**config.mk**
```make
export PLATFORM = sky130hd
export DESIGN_NAME = msc_top
export DESIGN_NICKNAME = d
export VERILOG_FILES = /design/src/hw/msc_pkg.sv /design/src/hw/msc_buf_mem.sv /design/src/hw/msc_top.sv
export SDC_FILE = /design/constraint.sdc
export NUM_CORES = 2
export LEC_CHECK = 0
export BUFFER_PORTS_ARGS = -buffer_cell sky130_fd_sc_hd__clkbuf_2
export CAP_MARGIN = 15
export CORE_MARGIN = 2
export CORE_UTILIZATION = 50
export DETAILED_ROUTE_END_ITERATION = 16
export PLACE_DENSITY = 0.68
export SLEW_MARGIN = 20
export SYNTH_ARGS = -nofsm -noshare
export SYNTH_HDL_FRONTEND = slang
export SYNTH_SLANG_ARGS = --single-unit
export TNS_END_PERCENT = 50
```
**constraint.sdc**
```tcl
create_clock -name i_ref_clk -period 13.6 [get_ports i_ref_clk]
set_input_delay 0.68 -clock i_ref_clk [delete_from_list [all_inputs] [get_ports i_ref_clk]]
set_output_delay 0.68 -clock i_ref_clk [all_outputs]
set_load 0.02 [all_outputs]
```
**src/hw/msc_pkg.sv**
```systemverilog
// Constants, register map and bus carrier for the MAC security command block
package msc_pkg;
  // Register bus geometry
  localparam int ADDR_W = 8;
  localparam int DATA_W = 32;
  // Register offsets (byte addresses, one word each)
  localparam logic [7:0] OFS_CMD = 8'h00;
  localparam logic [7:0] OFS_TXCTL = 8'h04;
  localparam logic [7:0] OFS_STS = 8'h08;
  localparam logic [7:0] OFS_MASK = 8'h0C;
  localparam logic [7:0] OFS_KEY = 8'h10;
  localparam logic [7:0] OFS_PTR = 8'h14;
  localparam logic [7:0] OFS_DATA = 8'h18;
  localparam logic [7:0] OFS_LEN = 8'h1C;
  // Command register fields
  localparam int CMD_DEC_BIT = 5;
  localparam int CMD_ENC_BIT = 4;
  localparam logic [1:0] CMD_RSVD_HI = 2'h3;
  localparam logic [1:0] CMD_RSVD_MID = 2'h1;
  // Transmit path control fields
  localparam int TXCTL_ON_BIT = 1;
  localparam int TXCTL_OFF_BIT = 0;
  // Status / mask fields
  localparam int STS_ENC_DONE = 0;
  localparam int STS_DEC_DONE = 1;
  localparam int STS_BUSY_BIT = 4;
  localparam int EVT_W = 2;
  // Buffer pointer: bit 8 picks the receive side
  localparam int PTR_SIDE_BIT = 8;
  localparam int PTR_W = 9;
  // Reset values
  localparam logic [EVT_W-1:0] MASK_RST = 2'h0;
  localparam logic [7:0] KEY_RST = 8'h00;
  localparam logic [7:0] LEN_RST = 8'h00;
  localparam logic [PTR_W-1:0] PTR_RST = 9'h000;
  // Buffer geometry defaults
  localparam int BUF_W = 8;
  localparam int BUF_DEPTH = 256;

  // One register bus request
  typedef struct packed {
    logic wr;
    logic rd;
    logic [ADDR_W-1:0] addr;
    logic [DATA_W-1:0] wdata;
  } msc_bus_req_t;
endpackage

```
**src/hw/msc_buf_mem.sv**
```systemverilog
// Byte buffer with one write port and one read port, registered write-first read data
`timescale 1ns/1ps
`default_nettype none
module msc_buf_mem #(
  parameter int W = 8,
  parameter int DEPTH = 256,
  parameter int AW = 8
) (
  // Clock and reset
  input wire logic i_ref_clk,
  input wire logic i_nrst,
  // Access port
  input wire logic i_we,
  input wire logic [AW-1:0] i_addr, // Write address
  input wire logic [AW-1:0] i_raddr, // Read address
  input wire logic [W-1:0] i_wdata,
  output logic [W-1:0] o_rdata
);
  // Storage array, no reset needed for data
  logic [W-1:0] mem [DEPTH];

  // Write port
  always_ff @(posedge i_ref_clk)
  begin
    if (i_we)
      mem[i_addr] <= i_wdata;
  end

  // Read register; a write to the byte being read forwards its data, so no stale bytes
  always_ff @(posedge i_ref_clk or negedge i_nrst)
  begin
    if (!i_nrst)
      o_rdata <= '0;
    else if (i_we && (i_addr == i_raddr))
      o_rdata <= i_wdata;
    else
      o_rdata <= mem[i_raddr];
  end
endmodule // msc_buf_mem
`default_nettype wire

```
**src/hw/msc_top.sv**
```systemverilog
// MAC security command register, in-place buffer cipher walk and transmit path select
//
// Our own choices: the register offsets and the address-and-strobe port.
`timescale 1ns/1ps
`default_nettype none
module msc_top #(
  parameter int BUF_W = msc_pkg::BUF_W,
  parameter int BUF_DEPTH = msc_pkg::BUF_DEPTH
) (
  // Clock and reset
  input wire logic i_ref_clk,
  input wire logic i_nrst,
  // Register bus
  input wire msc_pkg::msc_bus_req_t i_bus,
  output logic [msc_pkg::DATA_W-1:0] o_rd_data,
  // Modem transmit path
  input wire logic i_auto_mod_en,
  output logic o_mod_en,
  // Interrupt
  output logic o_irq
);
  localparam int AW = $clog2(BUF_DEPTH);

  // Engine states
  typedef enum logic [1:0] {S_IDLE, S_READ, S_WRITE} msc_state_t;

  // Software visible state
  logic dec_start_r;
  logic enc_start_r;
  logic force_on_r;
  logic force_off_r;
  logic [msc_pkg::EVT_W-1:0] sts_r;
  logic [msc_pkg::EVT_W-1:0] mask_r;
  logic [7:0] key_r;
  logic [7:0] len_r;
  logic [msc_pkg::PTR_W-1:0] ptr_r;
  // Requests waiting for the engine
  logic dec_pend_r;
  logic enc_pend_r;
  // Engine state
  msc_state_t state_r;
  msc_state_t state_nxt;
  logic side_r;
  logic [AW-1:0] idx_r;

  // Address decode
  wire wr_cmd = i_bus.wr && (i_bus.addr == msc_pkg::OFS_CMD);
  wire wr_txctl = i_bus.wr && (i_bus.addr == msc_pkg::OFS_TXCTL);
  wire wr_mask = i_bus.wr && (i_bus.addr == msc_pkg::OFS_MASK);
  wire wr_key = i_bus.wr && (i_bus.addr == msc_pkg::OFS_KEY);
  wire wr_ptr = i_bus.wr && (i_bus.addr == msc_pkg::OFS_PTR);
  wire wr_len = i_bus.wr && (i_bus.addr == msc_pkg::OFS_LEN);
  wire wr_data = i_bus.wr && (i_bus.addr == msc_pkg::OFS_DATA);
  wire rd_data = i_bus.rd && (i_bus.addr == msc_pkg::OFS_DATA);
  wire rd_sts = i_bus.rd && (i_bus.addr == msc_pkg::OFS_STS);

  // Engine status
  wire busy = (state_r != S_IDLE);
  wire last = ((idx_r + 1'b1) == len_r[AW-1:0]);
  wire fin = (state_r == S_WRITE) && last;
  wire take = !busy && (dec_pend_r || enc_pend_r);
  // Decryption is served first when both wait
  wire take_dec = dec_pend_r;

  // Buffer access by software is ignored while the engine owns the buffers
  wire buf_acc = (wr_data || rd_data) && !busy;
  wire [msc_pkg::PTR_W-1:0] ptr_inc = {ptr_r[msc_pkg::PTR_SIDE_BIT], ptr_r[7:0] + 8'h01};
  wire [msc_pkg::PTR_W-1:0] ptr_nxt = wr_ptr ? i_bus.wdata[msc_pkg::PTR_W-1:0] :
                                      buf_acc ? ptr_inc : ptr_r;

  // Start requests: only a zero-to-one write of a start bit queues work
  wire dec_rise = wr_cmd && i_bus.wdata[msc_pkg::CMD_DEC_BIT] && !dec_start_r;
  wire enc_rise = wr_cmd && i_bus.wdata[msc_pkg::CMD_ENC_BIT] && !enc_start_r;

  // Completion events; a set in the same cycle as a clearing read wins
  wire [msc_pkg::EVT_W-1:0] evt_set;
  assign evt_set[msc_pkg::STS_DEC_DONE] = fin && side_r;
  assign evt_set[msc_pkg::STS_ENC_DONE] = fin && !side_r;
  wire [msc_pkg::EVT_W-1:0] sts_nxt = (rd_sts ? '0 : sts_r) | evt_set;

  // Modulator enable select: force on beats force off, neither lets the modem decide
  wire mod_en_nxt = force_on_r ? 1'b1 : force_off_r ? 1'b0 : i_auto_mod_en;

  // Buffer ports, side 0 transmit, side 1 receive
  logic [1:0] mem_we;
  logic [AW-1:0] mem_addr [2];
  logic [AW-1:0] mem_raddr [2];
  logic [BUF_W-1:0] mem_wdata [2];
  logic [BUF_W-1:0] mem_q [2];

  // One buffer per side; the engine takes over the side it works on
  for (genvar s = 0; s < 2; s++)
  begin : g_buf
    wire eng = busy && (side_r == 1'(s));
    // Software writes land at the current pointer
    assign mem_addr[s] = eng ? idx_r : ptr_r[AW-1:0];
    // Software reads pre-fetch at the next pointer so data is ready a cycle later
    assign mem_raddr[s] = eng ? idx_r : ptr_nxt[AW-1:0];
    // Result replaces its source byte in place
    assign mem_we[s] = eng ? (state_r == S_WRITE) :
                       (wr_data && !busy && (ptr_r[msc_pkg::PTR_SIDE_BIT] == 1'(s)));
    // Byte-wise keystream stand-in for the cipher core
    assign mem_wdata[s] = eng ? (mem_q[s] ^ key_r[BUF_W-1:0]) : i_bus.wdata[BUF_W-1:0];
    msc_buf_mem #(
      .W(BUF_W),
      .DEPTH(BUF_DEPTH),
      .AW(AW)
    ) u_mem (
      .i_ref_clk(i_ref_clk),
      .i_nrst(i_nrst),
      .i_we(mem_we[s]),
      .i_addr(mem_addr[s]),
      .i_raddr(mem_raddr[s]),
      .i_wdata(mem_wdata[s]),
      .o_rdata(mem_q[s])
    );
  end

  // Read data select; unmapped addresses read zero
  wire [7:0] cmd_val = {msc_pkg::CMD_RSVD_HI, dec_start_r, enc_start_r,
                        msc_pkg::CMD_RSVD_MID, 2'h0};
  wire [7:0] txctl_val = {6'h00, force_on_r, force_off_r};
  wire [7:0] sts_val = {3'h0, busy, 2'h0, sts_r};
  wire [7:0] mask_val = {6'h00, mask_r};
  wire [BUF_W-1:0] data_val = busy ? '0 : mem_q[ptr_r[msc_pkg::PTR_SIDE_BIT]];
  wire [msc_pkg::DATA_W-1:0] rd_val =
    (i_bus.addr == msc_pkg::OFS_CMD) ? {24'h00_0000, cmd_val} :
    (i_bus.addr == msc_pkg::OFS_TXCTL) ? {24'h00_0000, txctl_val} :
    (i_bus.addr == msc_pkg::OFS_STS) ? {24'h00_0000, sts_val} :
    (i_bus.addr == msc_pkg::OFS_MASK) ? {24'h00_0000, mask_val} :
    (i_bus.addr == msc_pkg::OFS_KEY) ? {24'h00_0000, key_r} :
    (i_bus.addr == msc_pkg::OFS_PTR) ? {23'h00_0000, ptr_r} :
    (i_bus.addr == msc_pkg::OFS_LEN) ? {24'h00_0000, len_r} :
    (i_bus.addr == msc_pkg::OFS_DATA) ? {{(msc_pkg::DATA_W-BUF_W){1'b0}}, data_val} :
    32'h0000_0000;

  // Engine next state
  always_comb
  begin
    state_nxt = state_r;
    unique case (state_r)
      S_IDLE:
        if (take)
          state_nxt = S_READ;
      S_READ:
        state_nxt = S_WRITE;
      S_WRITE:
        state_nxt = last ? S_IDLE : S_READ;
    endcase
  end

  // Command start bits hold until software writes them to zero
  always_ff @(posedge i_ref_clk or negedge i_nrst)
  begin
    if (!i_nrst)
    begin
      dec_start_r <= 1'b0;
      enc_start_r <= 1'b0;
    end
    else if (wr_cmd)
    begin
      dec_start_r <= i_bus.wdata[msc_pkg::CMD_DEC_BIT];
      enc_start_r <= i_bus.wdata[msc_pkg::CMD_ENC_BIT];
    end
  end

  // Pending requests; a new request in the cycle of its take is kept
  always_ff @(posedge i_ref_clk or negedge i_nrst)
  begin
    if (!i_nrst)
    begin
      dec_pend_r <= 1'b0;
      enc_pend_r <= 1'b0;
    end
    else
    begin
      dec_pend_r <= dec_rise || (dec_pend_r && !(take && take_dec));
      enc_pend_r <= enc_rise || (enc_pend_r && !(take && !take_dec));
    end
  end

  // Configuration registers
  always_ff @(posedge i_ref_clk or negedge i_nrst)
  begin
    if (!i_nrst)
    begin
      force_on_r <= 1'b0;
      force_off_r <= 1'b0;
      mask_r <= msc_pkg::MASK_RST;
      key_r <= msc_pkg::KEY_RST;
      len_r <= msc_pkg::LEN_RST;
      ptr_r <= msc_pkg::PTR_RST;
    end
    else
    begin
      if (wr_txctl)
      begin
        force_on_r <= i_bus.wdata[msc_pkg::TXCTL_ON_BIT];
        force_off_r <= i_bus.wdata[msc_pkg::TXCTL_OFF_BIT];
      end
      if (wr_mask)
        mask_r <= i_bus.wdata[msc_pkg::EVT_W-1:0];
      if (wr_key)
        key_r <= i_bus.wdata[7:0];
      if (wr_len)
        len_r <= i_bus.wdata[7:0];
      ptr_r <= ptr_nxt;
    end
  end

  // Engine registers; the length is sampled live, so do not change it mid-job
  always_ff @(posedge i_ref_clk or negedge i_nrst)
  begin
    if (!i_nrst)
    begin
      state_r <= S_IDLE;
      side_r <= 1'b0;
      idx_r <= '0;
    end
    else
    begin
      state_r <= state_nxt;
      if (take)
      begin
        side_r <= take_dec;
        idx_r <= '0;
      end
      else if (state_r == S_WRITE)
        idx_r <= idx_r + 1'b1;
    end
  end

  // Status, interrupt, modulator enable and read data, all registered
  always_ff @(posedge i_ref_clk or negedge i_nrst)
  begin
    if (!i_nrst)
    begin
      sts_r <= '0;
      o_irq <= 1'b0;
      o_mod_en <= 1'b0;
      o_rd_data <= '0;
    end
    else
    begin
      sts_r <= sts_nxt;
      o_irq <= |(sts_nxt & mask_r);
      o_mod_en <= mod_en_nxt;
      o_rd_data <= i_bus.rd ? rd_val : '0;
    end
  end
endmodule // msc_top
`default_nettype wire

```
==> qor.csv <==
stage;metric;value;unit
status;outcome;completed;
placement;Area after DPL;173700;um^2
timing;setup ws final;6055;ps
timing;Clock Skew;47.36;ps
critical_path;Worst R2R Start;state_r[1];
placement;pre-CTS setup slack;5948;ps
grt;Overflow after GRT;0;
route;via-per-instance ratio;6.446;
synth;YS warnings;0;
pwr;P_leak;0.06310;uW
grt;initial antenna violation count;20;
critical_path;Worst Setup Start Kind;flip-flop;
critical_path;Top delay family on crit path;compound AO/OA/AOI/OAI gates;
synth;synth cell count leaders;4096 x edfxtp_1, 2694 x nand2_1, 880 x nand3_1;
clock_network;clk buf depth;4;
placement;placer congestion estimate;0.9482;
min_path;Hold Crit Start;i_bus[3];
route;Routed Antenna Nets;0;
finish;final std cells w/o fill;16920;
critical_path;Most common cell on crit path;buf_4;
pwr;Max VDD drop;0.2475;mV
clock_network;CTS resizes;0;
finish;Final Cell Area;186600;um^2
critical_path;critical path depth in cells;16;
clock_network;CTS H-tree lvls;5;
placement;placed cells;16200;
floorplanning;Ports;79;
critical_path;WP data arrival;8310;ps
clock_network;Reg clk slew, reported paths;60;ps
synth;Post-Syn Area per Cell;13.78;um^2
timing;Slew @ Worst Pin;1376;ps
clock_network;Worst-Skew Late Latency;940;ps
route;DRC;0;
finish;fin util;0.5549;
timing;final hold vios;0;
timing;Tmin final;7545;ps
critical_path;Worst Reg-to-Reg Cells;16;
critical_path;Crit. Startpoint;state_r[1];
critical_path;R2R Setup Slk;6060;ps
floorplanning;Placement Rows;213;
synth;Yosys top cell area share;0.7291;
floorplanning;starting density of the core;0.5016;
critical_path;critical path peak fanout;77;
route;Pre-antenna DRT Iters;7;
critical_path;worst path bufs/invs;6;
timing;Fmax achieved;132.5;MHz
synth;FFs w/ async S/R, synth;0.01751;
clock_network;Root Buffer;clkbuf_16;
synth;Synth Cell Area;168700;um^2
floorplanning;core box area;336300;um^2
critical_path;Worst path slowest cell;buf_4;
finish;nets;12130;
finish;Layout area overhead;10.62;%
synth;post-synthesis sequential area ratio;0.7399;
floorplanning;Chip Height;584.9;um
critical_path;Critical Path Sink;g_buf[1].u_mem.o_rdata[4];
finish;# fillers;26170;
route;DR WL/cell;30.03;um
timing;unrepaired setup endpoints after global routing;no;
pwr;total power;36010;uW
placement;port bufs;32;
synth;ranking of synthesized cells by area;edfxtp_1 73%, nand2_1 6.0%, mux2i_1 3.1%;
placement;dpl hpwl;295.1;mm
critical_path;Reg-to-Reg End;g_buf[1].u_mem.o_rdata[4];
clock_network;clock sink count;4169;
critical_path;critical path, cell by cell;nor2_1 -> and3_1 -> a221o_2 -> buf_4 -> buf_4 -> a21o_4 -> buf_4 -> buf_4 -> nand3_1 -> a31oi_1 -> a2111oi_1 -> buf_4 -> a2111oi_0 -> buf_4 -> o2111ai_1 -> o211a_1;
route;WL final;508.1;mm
synth;post-synth cell types;90;
finish;share of layout cells above drive strength 1;0.09125;
clock_network;CTS tree;yes;
critical_path;Critical Path Sink Type;flip-flop;
synth;Synth Flop Type;edfxtp_1;
grt;All-Layer GR Usage;0.2902;
route;1st-iter DRT viols;16820;
timing;setup violators final;0;
synth;Mapped Cells;12250;
synth;Yosys top cell by area;edfxtp_1;
grt;first-pass GRT wire length;721.1;mm
timing;Slew headroom;0.08028;
grt;pin count of the biggest net entering global routing;222;
timing;final slew viol count;0;
grt;vias in the first global route;101700;
run;max cap viols;0;
route;vias;109100;
critical_path;Critical Path Max Stage Delay;880;ps
timing;Tcrit/Tclk final;0.5548;
floorplanning;die width;584.9;um
critical_path;critical path class;reg2reg;
floorplanning;die area;342100;um^2
synth;top-count cell post-synth;edfxtp_1;
synth;#FFs+latches synth;4169;
synth;Post-synth EDFFs;4096;
min_path;HP Class;in2reg;
critical_path;Worst Path Required;14360;ps
pwr;cell area power density;193.0;nW/um^2
clock_network;total CTS buffers;395;
-- worst reg2reg max path, cell delays in order, from the launching register on --
cell       delay, ps
dfrtp_1          530
nor2_1           510
and3_1           330
a221o_2          190
buf_4            360
buf_4            470
a21o_4           820
buf_4            670
buf_4            960
nand3_1          230
a31oi_1          230
a2111oi_1        120
buf_4            230
a2111oi_0        470
buf_4            230
o2111ai_1        460
o211a_1          550
-- worst min-delay path by stage --
stage / cells after the start / endpoint / slack (ps)
detailed placement: 1 / o_mod_en / 500
finish: 3 / ptr_r[3] / 120
floorplan: 0 / dec_pend_r / 380
global placement: 2 / mask_r[1] / 490
global route: 3 / ptr_r[3] / 110
CTS: 3 / ptr_r[3] / 50
-- logic make-up (layout without fill, tap and decap cells) --
| logic type | Yosys count | after routing | share of synthesized area |
|---|---|---|---|
| buffers and inverters | 927 | 1053 | 0.02431 |
| adder cells (fa/ha/maj) | 2 | 2 | 0.0001483 |
| AO/OA/AOI/OAI | 1786 | 1786 | 0.07649 |
| multiplexers | 642 | 642 | 0.03928 |
| AND/OR/NAND/NOR | 4690 | 4690 | 0.1183 |
| other | 1 | 31 | 0.00002223 |
| XOR/XNOR | 30 | 30 | 0.001557 |
| flip-flops | 4169 | 4169 | 0.7399 |
-- layout by cell type (no fill, tap or decap), drive strengths merged, types with 180 or more instances in the layout --
| cell | n |
|---|---|
| nand2 | 2694 |
| a31oi | 209 |
| mux2i | 527 |
| a221oi | 180 |
| nor2 | 617 |
| edfxtp | 4096 |
| buf | 269 |
| nand3 | 880 |
| a21oi | 337 |
| a211oi | 233 |
| a311oi | 184 |
| and3 | 224 |
| clkbuf | 502 |
-- area by class of cell --
type,count,area (um^2),share of cell area
multi-input combinational,7173,40620,0.2176
tap,4515,5649,0.03027
sequential,4169,124800,0.6689
inverter,38,142.6,0.0007643
clock inverter,241,2346,0.01257
clock buffer,471,10430,0.05588
timing repair buffer,303,2594,0.01390
antenna,8,20.02,0.0001073
-- repair_timing --
| action | 4_1_cts | 5_1_grt |
|---|---|---|
| hold buffers | 3 | 0 |
| buffers inserted | 0 | 0 |
| hold endpoints to repair | 13 | 0 |
-- registers in the layout (all words and copies together) (netlist names), 8 cells and up --
signal               flops
key_r                    8
idx_r                    8
len_r                    8
o_rd_data                9
g_buf.u_mem.mem       4096
ptr_r                    9
g_buf.u_mem.o_rdata     16
-- report_power, final --
| part | leakage (uW) | switching [uW] | internal, uW |
|---|---|---|---|
| logic | 0.0190 | 7020 | 1870 |
| clock network | 0.00627 | 4770 | 6280 |
| registers | 0.0379 | 127 | 15900 |
| total | 0.0631 | 11900 | 24100 |
-- per-layer routing --
metal  GRT usage  share of wire  vias up
met5           0        0.00027        -
met4      0.1232          0.048       20
met3     0.08423           0.14     1231
met2      0.4242           0.44     7396
met1      0.4066           0.37    54380
li1            -              -    46020
-- through the flow --
step | setup TNS, ps | hold WS, ps
final | 0 | 120.3
after global routing | 0 | 114.6
after CTS | 0 | 51.73
after detailed placement | 0 | 503.9
after global placement | 0 | 491.0
after floorplan | -409700 | 384.4
Note: power is estimated with default switching activity, not from simulation.
